## src/shared/twsp_pkg.sv

```systemverilog
// constants shared by both ends of the touch wheel serial port
// assumes a 40 MHz system clock on both ends and a serial clock near 20 kHz
// Notes on behaviour
// - wait settling delay after sleep before burst
// - no settling delay without preceding sleep
// - release data output when shift ends
// - host gives each sensor its own select
// - go line undriven 20ms after power-up, then low
// - go line low 520ms calibrating, then high
// - data out changes on falling clock edge
// - data in sampled on rising clock edge
// - host holds select low whole transfer
// - go line low means host must not clock
// - eight bits, most significant bit first
// - serial clock between 5 kHz and 40 kHz
// - both bytes shift in the same cycles
// - returned byte lags one transfer behind
// - sleep after transfer; select rise wakes, bursts
// - status byte: touch flag, position or flags
package twsp_pkg;
	localparam int CLK_HZ          = 40000000;
	localparam int SETTLE_US       = 500;
	localparam int FLOAT_MS        = 20;
	localparam int CAL_MS          = 520;
	localparam int GAP_US          = 35;
	localparam int SCK_HZ          = 20000;
	localparam int BURST_US        = 100;
	localparam int SETTLE_CYC      = (SETTLE_US * (CLK_HZ / 1000000));
	localparam int FLOAT_CYC       = (FLOAT_MS * (CLK_HZ / 1000));
	localparam int CAL_CYC         = (CAL_MS * (CLK_HZ / 1000));
	localparam int GAP_CYC         = (GAP_US * (CLK_HZ / 1000000));
	localparam int BURST_CYC       = (BURST_US * (CLK_HZ / 1000000));
	localparam int HALF_SCK_CYC    = CLK_HZ / (2 * SCK_HZ);
	localparam int BYTE_BITS       = 8;
	localparam int TOUCH_BIT       = 7;
	localparam int TYPE_BIT        = 6;
	localparam int ERROR_BIT       = 1;
	localparam int PROX_BIT        = 0;
	localparam logic [7:0] RESP_RESET = 8'h00;
endpackage

```

## src/shared/twsp_if.sv

```systemverilog
// serial link between host and touch wheel sensor
// assumes each reader resolves the shared return wires from their enables
`timescale 1ns/10ps
interface twsp_if;
	logic sclk;
	logic sel_n;
	logic host_data;
	logic dev_data_o;
	logic dev_data_oe_n;
	logic host_go_line_o;
	logic host_go_line_oe_n;
	modport device (
		input  sclk,
		input  sel_n,
		input  host_data,
		output dev_data_o,
		output dev_data_oe_n,
		output host_go_line_o,
		output host_go_line_oe_n
	);
	modport host (
		output sclk,
		output sel_n,
		output host_data,
		input  dev_data_o,
		input  dev_data_oe_n,
		input  host_go_line_o,
		input  host_go_line_oe_n
	);
endinterface

```

## src/twsp_device.sv

```systemverilog
// sensor end of the serial port: shifter, sleep, burst and power-up sequence
// assumes link pins arrive asynchronously; sensing core supplies status fields
`timescale 1ns/10ps
module twsp_device #(
	parameter int FLOAT_CYC  = twsp_pkg::FLOAT_CYC,
	parameter int CAL_CYC    = twsp_pkg::CAL_CYC,
	parameter int SETTLE_CYC = twsp_pkg::SETTLE_CYC,
	parameter int BURST_CYC  = twsp_pkg::BURST_CYC
) (
	input  wire logic       SYS_CLK,
	input  wire logic       SRST,
	twsp_if.device          LINK,
	input  wire logic       TOUCHED,
	input  wire logic [6:0] POSITION,
	input  wire logic       WHEEL_TYPE,
	input  wire logic       CAL_ERROR,
	input  wire logic       PROX,
	output logic [7:0]      CMD_BYTE,
	output logic            CMD_VALID,
	output logic            BURST_ACTIVE
);
	initial begin
		if (FLOAT_CYC < 1 || CAL_CYC < 1 || SETTLE_CYC < 1 || BURST_CYC < 1)
			$error("twsp_device: counts must be at least one");
	end

	typedef enum {ST_FLOAT, ST_CAL, ST_IDLE, ST_SLEEP, ST_SETTLE, ST_BURST} twsp_dev_type;
	twsp_dev_type state_q;

	logic [2:0] sclk_s_q, sel_s_q;
	logic [1:0] din_s_q;
	logic [31:0] cnt_q;
	logic [2:0] bit_q;
	logic [7:0] rx_q, tx_q, resp_q;
	logic       oe_n_q, dout_q, slept_q;

	wire sclk_rise = sclk_s_q[1] & ~sclk_s_q[2];
	wire sclk_fall = ~sclk_s_q[1] & sclk_s_q[2];
	wire sel_rise  = sel_s_q[1] & ~sel_s_q[2];
	wire sel_fall  = ~sel_s_q[1] & sel_s_q[2];
	wire in_frame  = ~sel_s_q[1];
	wire last_bit  = sclk_rise && in_frame && bit_q == 3'h7;

	// second and third stages only are read; first stage feeds the second alone
	always_ff @(posedge SYS_CLK) begin
		if (SRST) begin
			sclk_s_q <= 3'h7;
			sel_s_q  <= 3'h7;
			din_s_q  <= 2'h0;
		end else begin
			sclk_s_q <= {sclk_s_q[1:0], LINK.sclk};
			sel_s_q  <= {sel_s_q[1:0], LINK.sel_n};
			din_s_q  <= {din_s_q[0], LINK.host_data};
		end
	end

	// status byte built from the sensing core's fields
	function automatic logic [7:0] status_byte(input logic t, input logic [6:0] p,
		input logic w, input logic e, input logic x);
		logic [7:0] r;
		r = 8'h00;
		if (t) begin
			r = {1'b1, p};
		end else begin
			r[twsp_pkg::TYPE_BIT]  = w;
			r[twsp_pkg::ERROR_BIT] = e;
			r[twsp_pkg::PROX_BIT]  = x;
		end
		return r;
	endfunction

	// power-up, sleep and burst sequencing
	always_ff @(posedge SYS_CLK) begin
		if (SRST) begin
			state_q <= ST_FLOAT;
			cnt_q   <= 32'h0;
			slept_q <= 1'b0;
			resp_q  <= twsp_pkg::RESP_RESET;
		end else begin
			case (state_q)
				ST_FLOAT: begin
					cnt_q <= cnt_q + 32'h1;
					if (cnt_q >= 32'(FLOAT_CYC - 1)) begin
						state_q <= ST_CAL;
						cnt_q   <= 32'h0;
					end
				end
				ST_CAL: begin
					cnt_q <= cnt_q + 32'h1;
					if (cnt_q >= 32'(CAL_CYC - 1)) begin
						state_q <= ST_IDLE;
						cnt_q   <= 32'h0;
						resp_q  <= status_byte(TOUCHED, POSITION, WHEEL_TYPE, CAL_ERROR, PROX);
					end
				end
				ST_IDLE: begin
					if (last_bit) begin
						state_q <= ST_SLEEP;
						slept_q <= 1'b1;
					end else if (sel_rise) begin
						state_q <= slept_q ? ST_SETTLE : ST_BURST;
						cnt_q   <= 32'h0;
					end
				end
				ST_SLEEP: begin
					if (sel_rise) begin
						state_q <= ST_SETTLE;
						cnt_q   <= 32'h0;
					end
				end
				ST_SETTLE: begin
					cnt_q <= cnt_q + 32'h1;
					if (cnt_q >= 32'(SETTLE_CYC - 1)) begin
						state_q <= ST_BURST;
						cnt_q   <= 32'h0;
						slept_q <= 1'b0;
					end
				end
				ST_BURST: begin
					cnt_q <= cnt_q + 32'h1;
					if (cnt_q >= 32'(BURST_CYC - 1)) begin
						state_q <= ST_IDLE;
						cnt_q   <= 32'h0;
						// result of this burst goes out in the next frame
						resp_q  <= status_byte(TOUCHED, POSITION, WHEEL_TYPE, CAL_ERROR, PROX);
					end
				end
				default: state_q <= ST_FLOAT;
			endcase
		end
	end

	// shifter; frames while busy are ignored, the host should be waiting anyway
	always_ff @(posedge SYS_CLK) begin
		if (SRST) begin
			bit_q     <= 3'h0;
			rx_q      <= 8'h00;
			tx_q      <= 8'h00;
			dout_q    <= 1'b1;
			oe_n_q    <= 1'b1;
			CMD_BYTE  <= 8'h00;
			CMD_VALID <= 1'b0;
		end else begin
			CMD_VALID <= 1'b0;
			if (sel_rise || state_q != ST_IDLE) begin
				bit_q  <= 3'h0;
				oe_n_q <= 1'b1;
			end else if (sel_fall) begin
				tx_q   <= {resp_q[6:0], 1'b0};
				dout_q <= resp_q[7];
				oe_n_q <= 1'b0;
				bit_q  <= 3'h0;
			end else if (in_frame && sclk_fall && bit_q != 3'h0) begin
				dout_q <= tx_q[7];
				tx_q   <= {tx_q[6:0], 1'b0};
			end else if (in_frame && sclk_rise) begin
				rx_q  <= {rx_q[6:0], din_s_q[1]};
				bit_q <= bit_q + 3'h1;
				if (bit_q == 3'h7) begin
					// both bytes complete together
					CMD_BYTE  <= {rx_q[6:0], din_s_q[1]};
					CMD_VALID <= 1'b1;
					oe_n_q    <= 1'b1;
				end
			end
		end
	end

	assign LINK.dev_data_o        = dout_q;
	assign LINK.dev_data_oe_n     = oe_n_q;
	assign LINK.host_go_line_o    = (state_q == ST_IDLE) && !slept_q;
	assign LINK.host_go_line_oe_n = (state_q == ST_FLOAT);
	assign BURST_ACTIVE           = (state_q == ST_BURST);
endmodule

```

## src/flat_wrapper.sv

```systemverilog
// flat-port wrapper written by rule: the top's interface ports become plain ports
module twsp_device_flat 
#(
	parameter int FLOAT_CYC  = twsp_pkg::FLOAT_CYC,
	parameter int CAL_CYC    = twsp_pkg::CAL_CYC,
	parameter int SETTLE_CYC = twsp_pkg::SETTLE_CYC,
	parameter int BURST_CYC  = twsp_pkg::BURST_CYC
)
  (SYS_CLK, SRST, TOUCHED, POSITION, WHEEL_TYPE, CAL_ERROR, PROX, CMD_BYTE, CMD_VALID, BURST_ACTIVE, LINK_sclk, LINK_sel_n, LINK_host_data, LINK_dev_data_o, LINK_dev_data_oe_n, LINK_host_go_line_o, LINK_host_go_line_oe_n);
  twsp_if LINK_i ();
  input  wire logic SYS_CLK;
  input  wire logic SRST;
  input  wire logic TOUCHED;
  input  wire logic [6:0] POSITION;
  input  wire logic WHEEL_TYPE;
  input  wire logic CAL_ERROR;
  input  wire logic PROX;
  output logic [7:0] CMD_BYTE;
  output logic CMD_VALID;
  output logic BURST_ACTIVE;
  input wire logic [$bits(LINK_i.sclk)-1:0] LINK_sclk;
  input wire logic [$bits(LINK_i.sel_n)-1:0] LINK_sel_n;
  input wire logic [$bits(LINK_i.host_data)-1:0] LINK_host_data;
  output wire logic [$bits(LINK_i.dev_data_o)-1:0] LINK_dev_data_o;
  output wire logic [$bits(LINK_i.dev_data_oe_n)-1:0] LINK_dev_data_oe_n;
  output wire logic [$bits(LINK_i.host_go_line_o)-1:0] LINK_host_go_line_o;
  output wire logic [$bits(LINK_i.host_go_line_oe_n)-1:0] LINK_host_go_line_oe_n;
  assign LINK_i.sclk = LINK_sclk;
  assign LINK_i.sel_n = LINK_sel_n;
  assign LINK_i.host_data = LINK_host_data;
  assign LINK_dev_data_o = LINK_i.dev_data_o;
  assign LINK_dev_data_oe_n = LINK_i.dev_data_oe_n;
  assign LINK_host_go_line_o = LINK_i.host_go_line_o;
  assign LINK_host_go_line_oe_n = LINK_i.host_go_line_oe_n;
  twsp_device #(.FLOAT_CYC(FLOAT_CYC), .CAL_CYC(CAL_CYC), .SETTLE_CYC(SETTLE_CYC), .BURST_CYC(BURST_CYC)) u_core (.SYS_CLK(SYS_CLK), .SRST(SRST), .LINK(LINK_i), .TOUCHED(TOUCHED), .POSITION(POSITION), .WHEEL_TYPE(WHEEL_TYPE), .CAL_ERROR(CAL_ERROR), .PROX(PROX), .CMD_BYTE(CMD_BYTE), .CMD_VALID(CMD_VALID), .BURST_ACTIVE(BURST_ACTIVE));
endmodule
```

## config.mk

```make
export PLATFORM = sky130hd
export DESIGN_NAME = twsp_device_flat
export DESIGN_NICKNAME = d
export VERILOG_FILES = /design/src/shared/twsp_pkg.sv /design/src/shared/twsp_if.sv /design/src/twsp_device.sv /design/src/flat_wrapper.sv
export SDC_FILE = /design/constraint.sdc
export NUM_CORES = 1
export LEC_CHECK = 0
export BUFFER_PORTS_ARGS = -buffer_cell sky130_fd_sc_hd__buf_2
export CAP_MARGIN = 25
export CELL_PAD_IN_SITES_DETAIL_PLACEMENT = 0
export CELL_PAD_IN_SITES_GLOBAL_PLACEMENT = 2
export CORE_MARGIN = 4
export CORE_UTILIZATION = 33
export CTS_CLUSTER_DIAMETER = 50
export CTS_CLUSTER_SIZE = 30
export DETAILED_ROUTE_END_ITERATION = 12
export PLACE_DENSITY = 0.76
export SLEW_MARGIN = 25
export SYNTH_ARGS = -nofsm -noshare
export SYNTH_HDL_FRONTEND = slang
export SYNTH_SLANG_ARGS = --single-unit
```

## constraint.sdc

```tcl
create_clock -name SYS_CLK -period 2.2 [get_ports SYS_CLK]
set_clock_uncertainty 0.15 [all_clocks]
set_input_delay 0.44 -clock SYS_CLK [delete_from_list [all_inputs] [get_ports SYS_CLK]]
set_output_delay 0.44 -clock SYS_CLK [all_outputs]
set_load 0.05 [all_outputs]
```

==> metrics.md <==
| Metric | Value |
|---|---|
| Mux cell area share after synthesis | `0.07679` |
| Fin crit share | `1.074` |
| GR Util met3 | `0.02801` |
| GR peak layer | `met2` |
| IO Port Bufs | `29` |
| Vias in the first global route | `3,271` |
| Peak supply drop | `0.4158 mV` |
| Unique masters post-synth | `55` |
| Status | `complete, but fails checks` |
| Worst r2r path cells | `10` |
| Met1 usage | `0.2043` |
| GRT Resource Usage Total | `0.1535` |
| Cell row count | `38` |
| Total CTS buffers | `9` |
| Tmin final | `2.363 ns` |
| Net count after synthesis | `441` |
| GPL Wtd Cong | `0.7962` |
| CP endpoint | `u_core.cnt_q[29]` |
| #FFs+latches synth | `80` |
| Worst endpoint required time | `2.33 ns` |
| Die width | `114.1 um` |
| Final setup violation count | `43` |
| Synth Area in Adders | `0.01347` |
| Starting Density | `0.3397` |
| Inserted Diodes | `0` |
| RSZ-0062 raised after global routing | `yes` |
| Hold Vio Cnt, Final | `0` |
| Synth Area in XOR/XNOR | `0.06602` |
| Root Buffer | `clkbuf_16` |
| Pwr Density | `722.6 nW/um2` |
| Worst-Skew Late Latency | `0.34 ns` |
| Reg2Reg Setup Slack | `-0.16 ns` |
| Die Y | `114.1 um` |
| First-pass GRT wire length | `16,050 um` |
| Final instance area | `5371 um2` |
| Wire length per cell | `13.96 um` |
| Drt initial violations | `133` |
| Number of synthesis warnings | `0` |
| Nets | `560` |
| Global Route met2 Usage | `0.2428` |
| Post-detailed-route via-to-cell ratio | `4.898` |
| Post-Syn Area per Cell | `8.824 um2` |
| WP data arrival | `2.49 ns` |
| # IOs | `30` |
| Depth of the CTS H-tree | `3` |
| Synth Instances | `421` |
| Initial antenna violation count | `0` |
| Remaining antenna violation count after routing | `0` |
| Remaining DRCs | `0` |
| Max Freq | `423.1 MHz` |
| Commonest non-fill, non-tap cell in the layout | `buf_4` |
| Tot Pwr | `3.881 mW` |
| Full die area | `13,020 um2` |
| Lkg Pwr | `2.300 nW` |
| Reg2reg start | `u_core.cnt_q[0]` |
| Max_cap viols | `0` |
| CP startpoint kind | `flop` |
| # hold bufs at CTS | `0` |
| Routed WL | `9563 um` |
| Setup crit end kind | `flop` |
| Worst min path class | `in -> reg` |
| Critical path startpoint | `u_core.cnt_q[0]` |
| Total gr overflow | `0` |
| Reg2reg end | `u_core.cnt_q[29]` |
| Final HPWL DP | `6630 um` |
| Clock transition at the registers of the reported paths | `0.06 ns` |
| Setup WS pre-CTS | `-0.2556 ns` |
| Worst Tran Pin Value | `0.3747 ns` |
| Via count | `3,355` |
| CTS tree | `done` |
| Largest family of logic cells by synthesized area | `simple AND/OR/NAND/NOR gates` |
| Largest net degree at the start of global routing | `20` |
| Sequential area share after synthesis | `0.4311` |
| Async SR Flop Fraction | `0` |
| DP Area | `4659 um2` |
| Max_slew headroom | `0.7483` |
| Area growth syn-to-layout | `44.59%` |
| CP max FO | `6` |
| Kind of critical path | `reg -> reg` |
| Clk sinks | `80` |
| Top_reg_cell synth | `dfxtp_1` |
| Worst setup margin | `-0.1634 ns` |
| Length of the first detailed-routing pass in iterations | `4` |
| Fill cell count | `1,057` |
| Post-synthesis simple-gate area fraction | `0.2775` |
| Final Max Tran Viols | `0` |
| EDFF count, synth | `0` |
| Post-Syn Area | `3715 um2` |
| Fraction of layout cells with a size suffix above 1 | `0.3798` |
| Commonest non-fill, non-tap cells in the layout | `88 x buf_4, 76 x dfxtp_1, 47 x nor2_1` |
| CORE AREA | `10,940 um2` |
| Clk buf depth | `2` |
| Failing checks | `negative setup slack` |
| Synth Area in Compound Gates | `0.1010` |
-- synth_stat cells (all sizes together), types with 2 or more instances --
| master | n | share of area |
|---|---|---|
| nand2b | 6 | 0.010 |
| nor4 | 3 | 0.0051 |
| o21ai | 7 | 0.0094 |
| clkbuf | 13 | 0.013 |
| nand3 | 20 | 0.027 |
| dfxtp | 80 | 0.43 |
| or2 | 7 | 0.012 |
| and3 | 13 | 0.022 |
| nand2 | 27 | 0.027 |
| buf | 9 | 0.015 |
| nor3b | 5 | 0.011 |
| a31oi | 4 | 0.0067 |
| nor3 | 8 | 0.011 |
| mux2i | 24 | 0.065 |
| and4 | 7 | 0.017 |
| nand4b | 2 | 0.0047 |
| nand4 | 10 | 0.017 |
| a2111oi | 2 | 0.011 |
| nor4b | 2 | 0.0047 |
| mux2 | 4 | 0.012 |
| o21a | 2 | 0.0040 |
| a21oi | 17 | 0.023 |
| nor2b | 6 | 0.010 |
| or4 | 2 | 0.0040 |
| nor2 | 71 | 0.072 |
| ha | 4 | 0.013 |
| xnor2 | 10 | 0.024 |
| a211oi | 7 | 0.014 |
| and2 | 8 | 0.013 |
| inv | 6 | 0.0061 |
| xor2 | 18 | 0.042 |
-- through the flow --
stage | cells | TNS (ns) | hold slack [ns] | utilization
after floorplan | 421 | -0.3624 | 0.2395 | -
after global placement | 654 | -16.17 | 0.2496 | 0.4240
after detailed placement | 656 | -8.236 | 0.2444 | 0.4261
after CTS | 677 | -6.005 | 0.1217 | 0.4651
after global routing | 685 | -8.509 | 0.1349 | 0.4912
final | 685 | -5.216 | 0.1311 | 0.4912
-- critical path: stages, from the launching register on --
cell and delay, ns:
dfxtp_2 0.33, ha_4 0.15, and4_4 0.14, buf_6 0.12, or4_4 0.43, a221oi_4 0.27, o21a_1 0.22, o31ai_4 0.09
buf_6 0.16, buf_8 0.14, nor2_2 0.09
-- cell families (layout without fill, tap and decap cells) --
group | after synthesis | in the layout
and+or+nand+nor | 201 | 201
DFF | 80 | 80
AOI/OAI and AO/OA | 52 | 52
xor gates and xnor gates | 28 | 28
muxes | 28 | 28
buffers and inverters | 28 | 152
adders and majority gates | 4 | 4
-- what timing repair did --
item	CTS	global route
hold endpoints to repair	0	0
gates cloned	0	2
pin swaps	14	34
setup buffers	5	7
resized for setup	19	60
setup endpoints to repair	44	46
-- per-layer routing --
layer / up-vias / share of wire
li1: 1715 / -
met1: 1585 / 0.48
met2: 40 / 0.47
met3: 15 / 0.029
met4: 0 / 0.020
met5: - / 0
-- power by group --
part / switching, mW / internal [mW]
Sequential: 0.0427 / 1.51
Clock: 0.606 / 0.886
Combinational: 0.403 / 0.433
-- flip-flops by register name, indices dropped and copies added, names as in the netlist, 3 cells and up --
name,flops
u_core.sclk_s_q,3
u_core.cnt_q,32
u_core.bit_q,3
u_core.rx_q,7
u_core.CMD_BYTE,8
u_core.sel_s_q,3
u_core.tx_q,7
u_core.resp_q,8
u_core.state_q,3
-- cell type report --
cell class / count / area [um2] / area share
Tap cell: 140 / 175.2 / 0.03261
Clock buffer: 10 / 229.0 / 0.04263
Timing Repair Buffer: 130 / 991.0 / 0.1845
Clock inverter: 6 / 68.82 / 0.01281
Sequential cell: 80 / 1607 / 0.2991
Inverter: 6 / 22.52 / 0.004193
Multi-Input combinational cell: 313 / 2278 / 0.4242
-- worst min-delay path by stage --
stage,from,cells after the start,end
floorplan,u_core.sclk_s_q[0],1,u_core.sclk_s_q[1]
global placement,u_core.sclk_s_q[0],1,u_core.sclk_s_q[1]
detailed placement,u_core.sclk_s_q[0],1,u_core.sclk_s_q[1]
CTS,LINK_sclk,2,u_core.sclk_s_q[0]
global route,LINK_sclk,2,u_core.sclk_s_q[0]
finish,LINK_sclk,2,u_core.sclk_s_q[0]
Note: power is estimated with default switching activity, not from simulation.
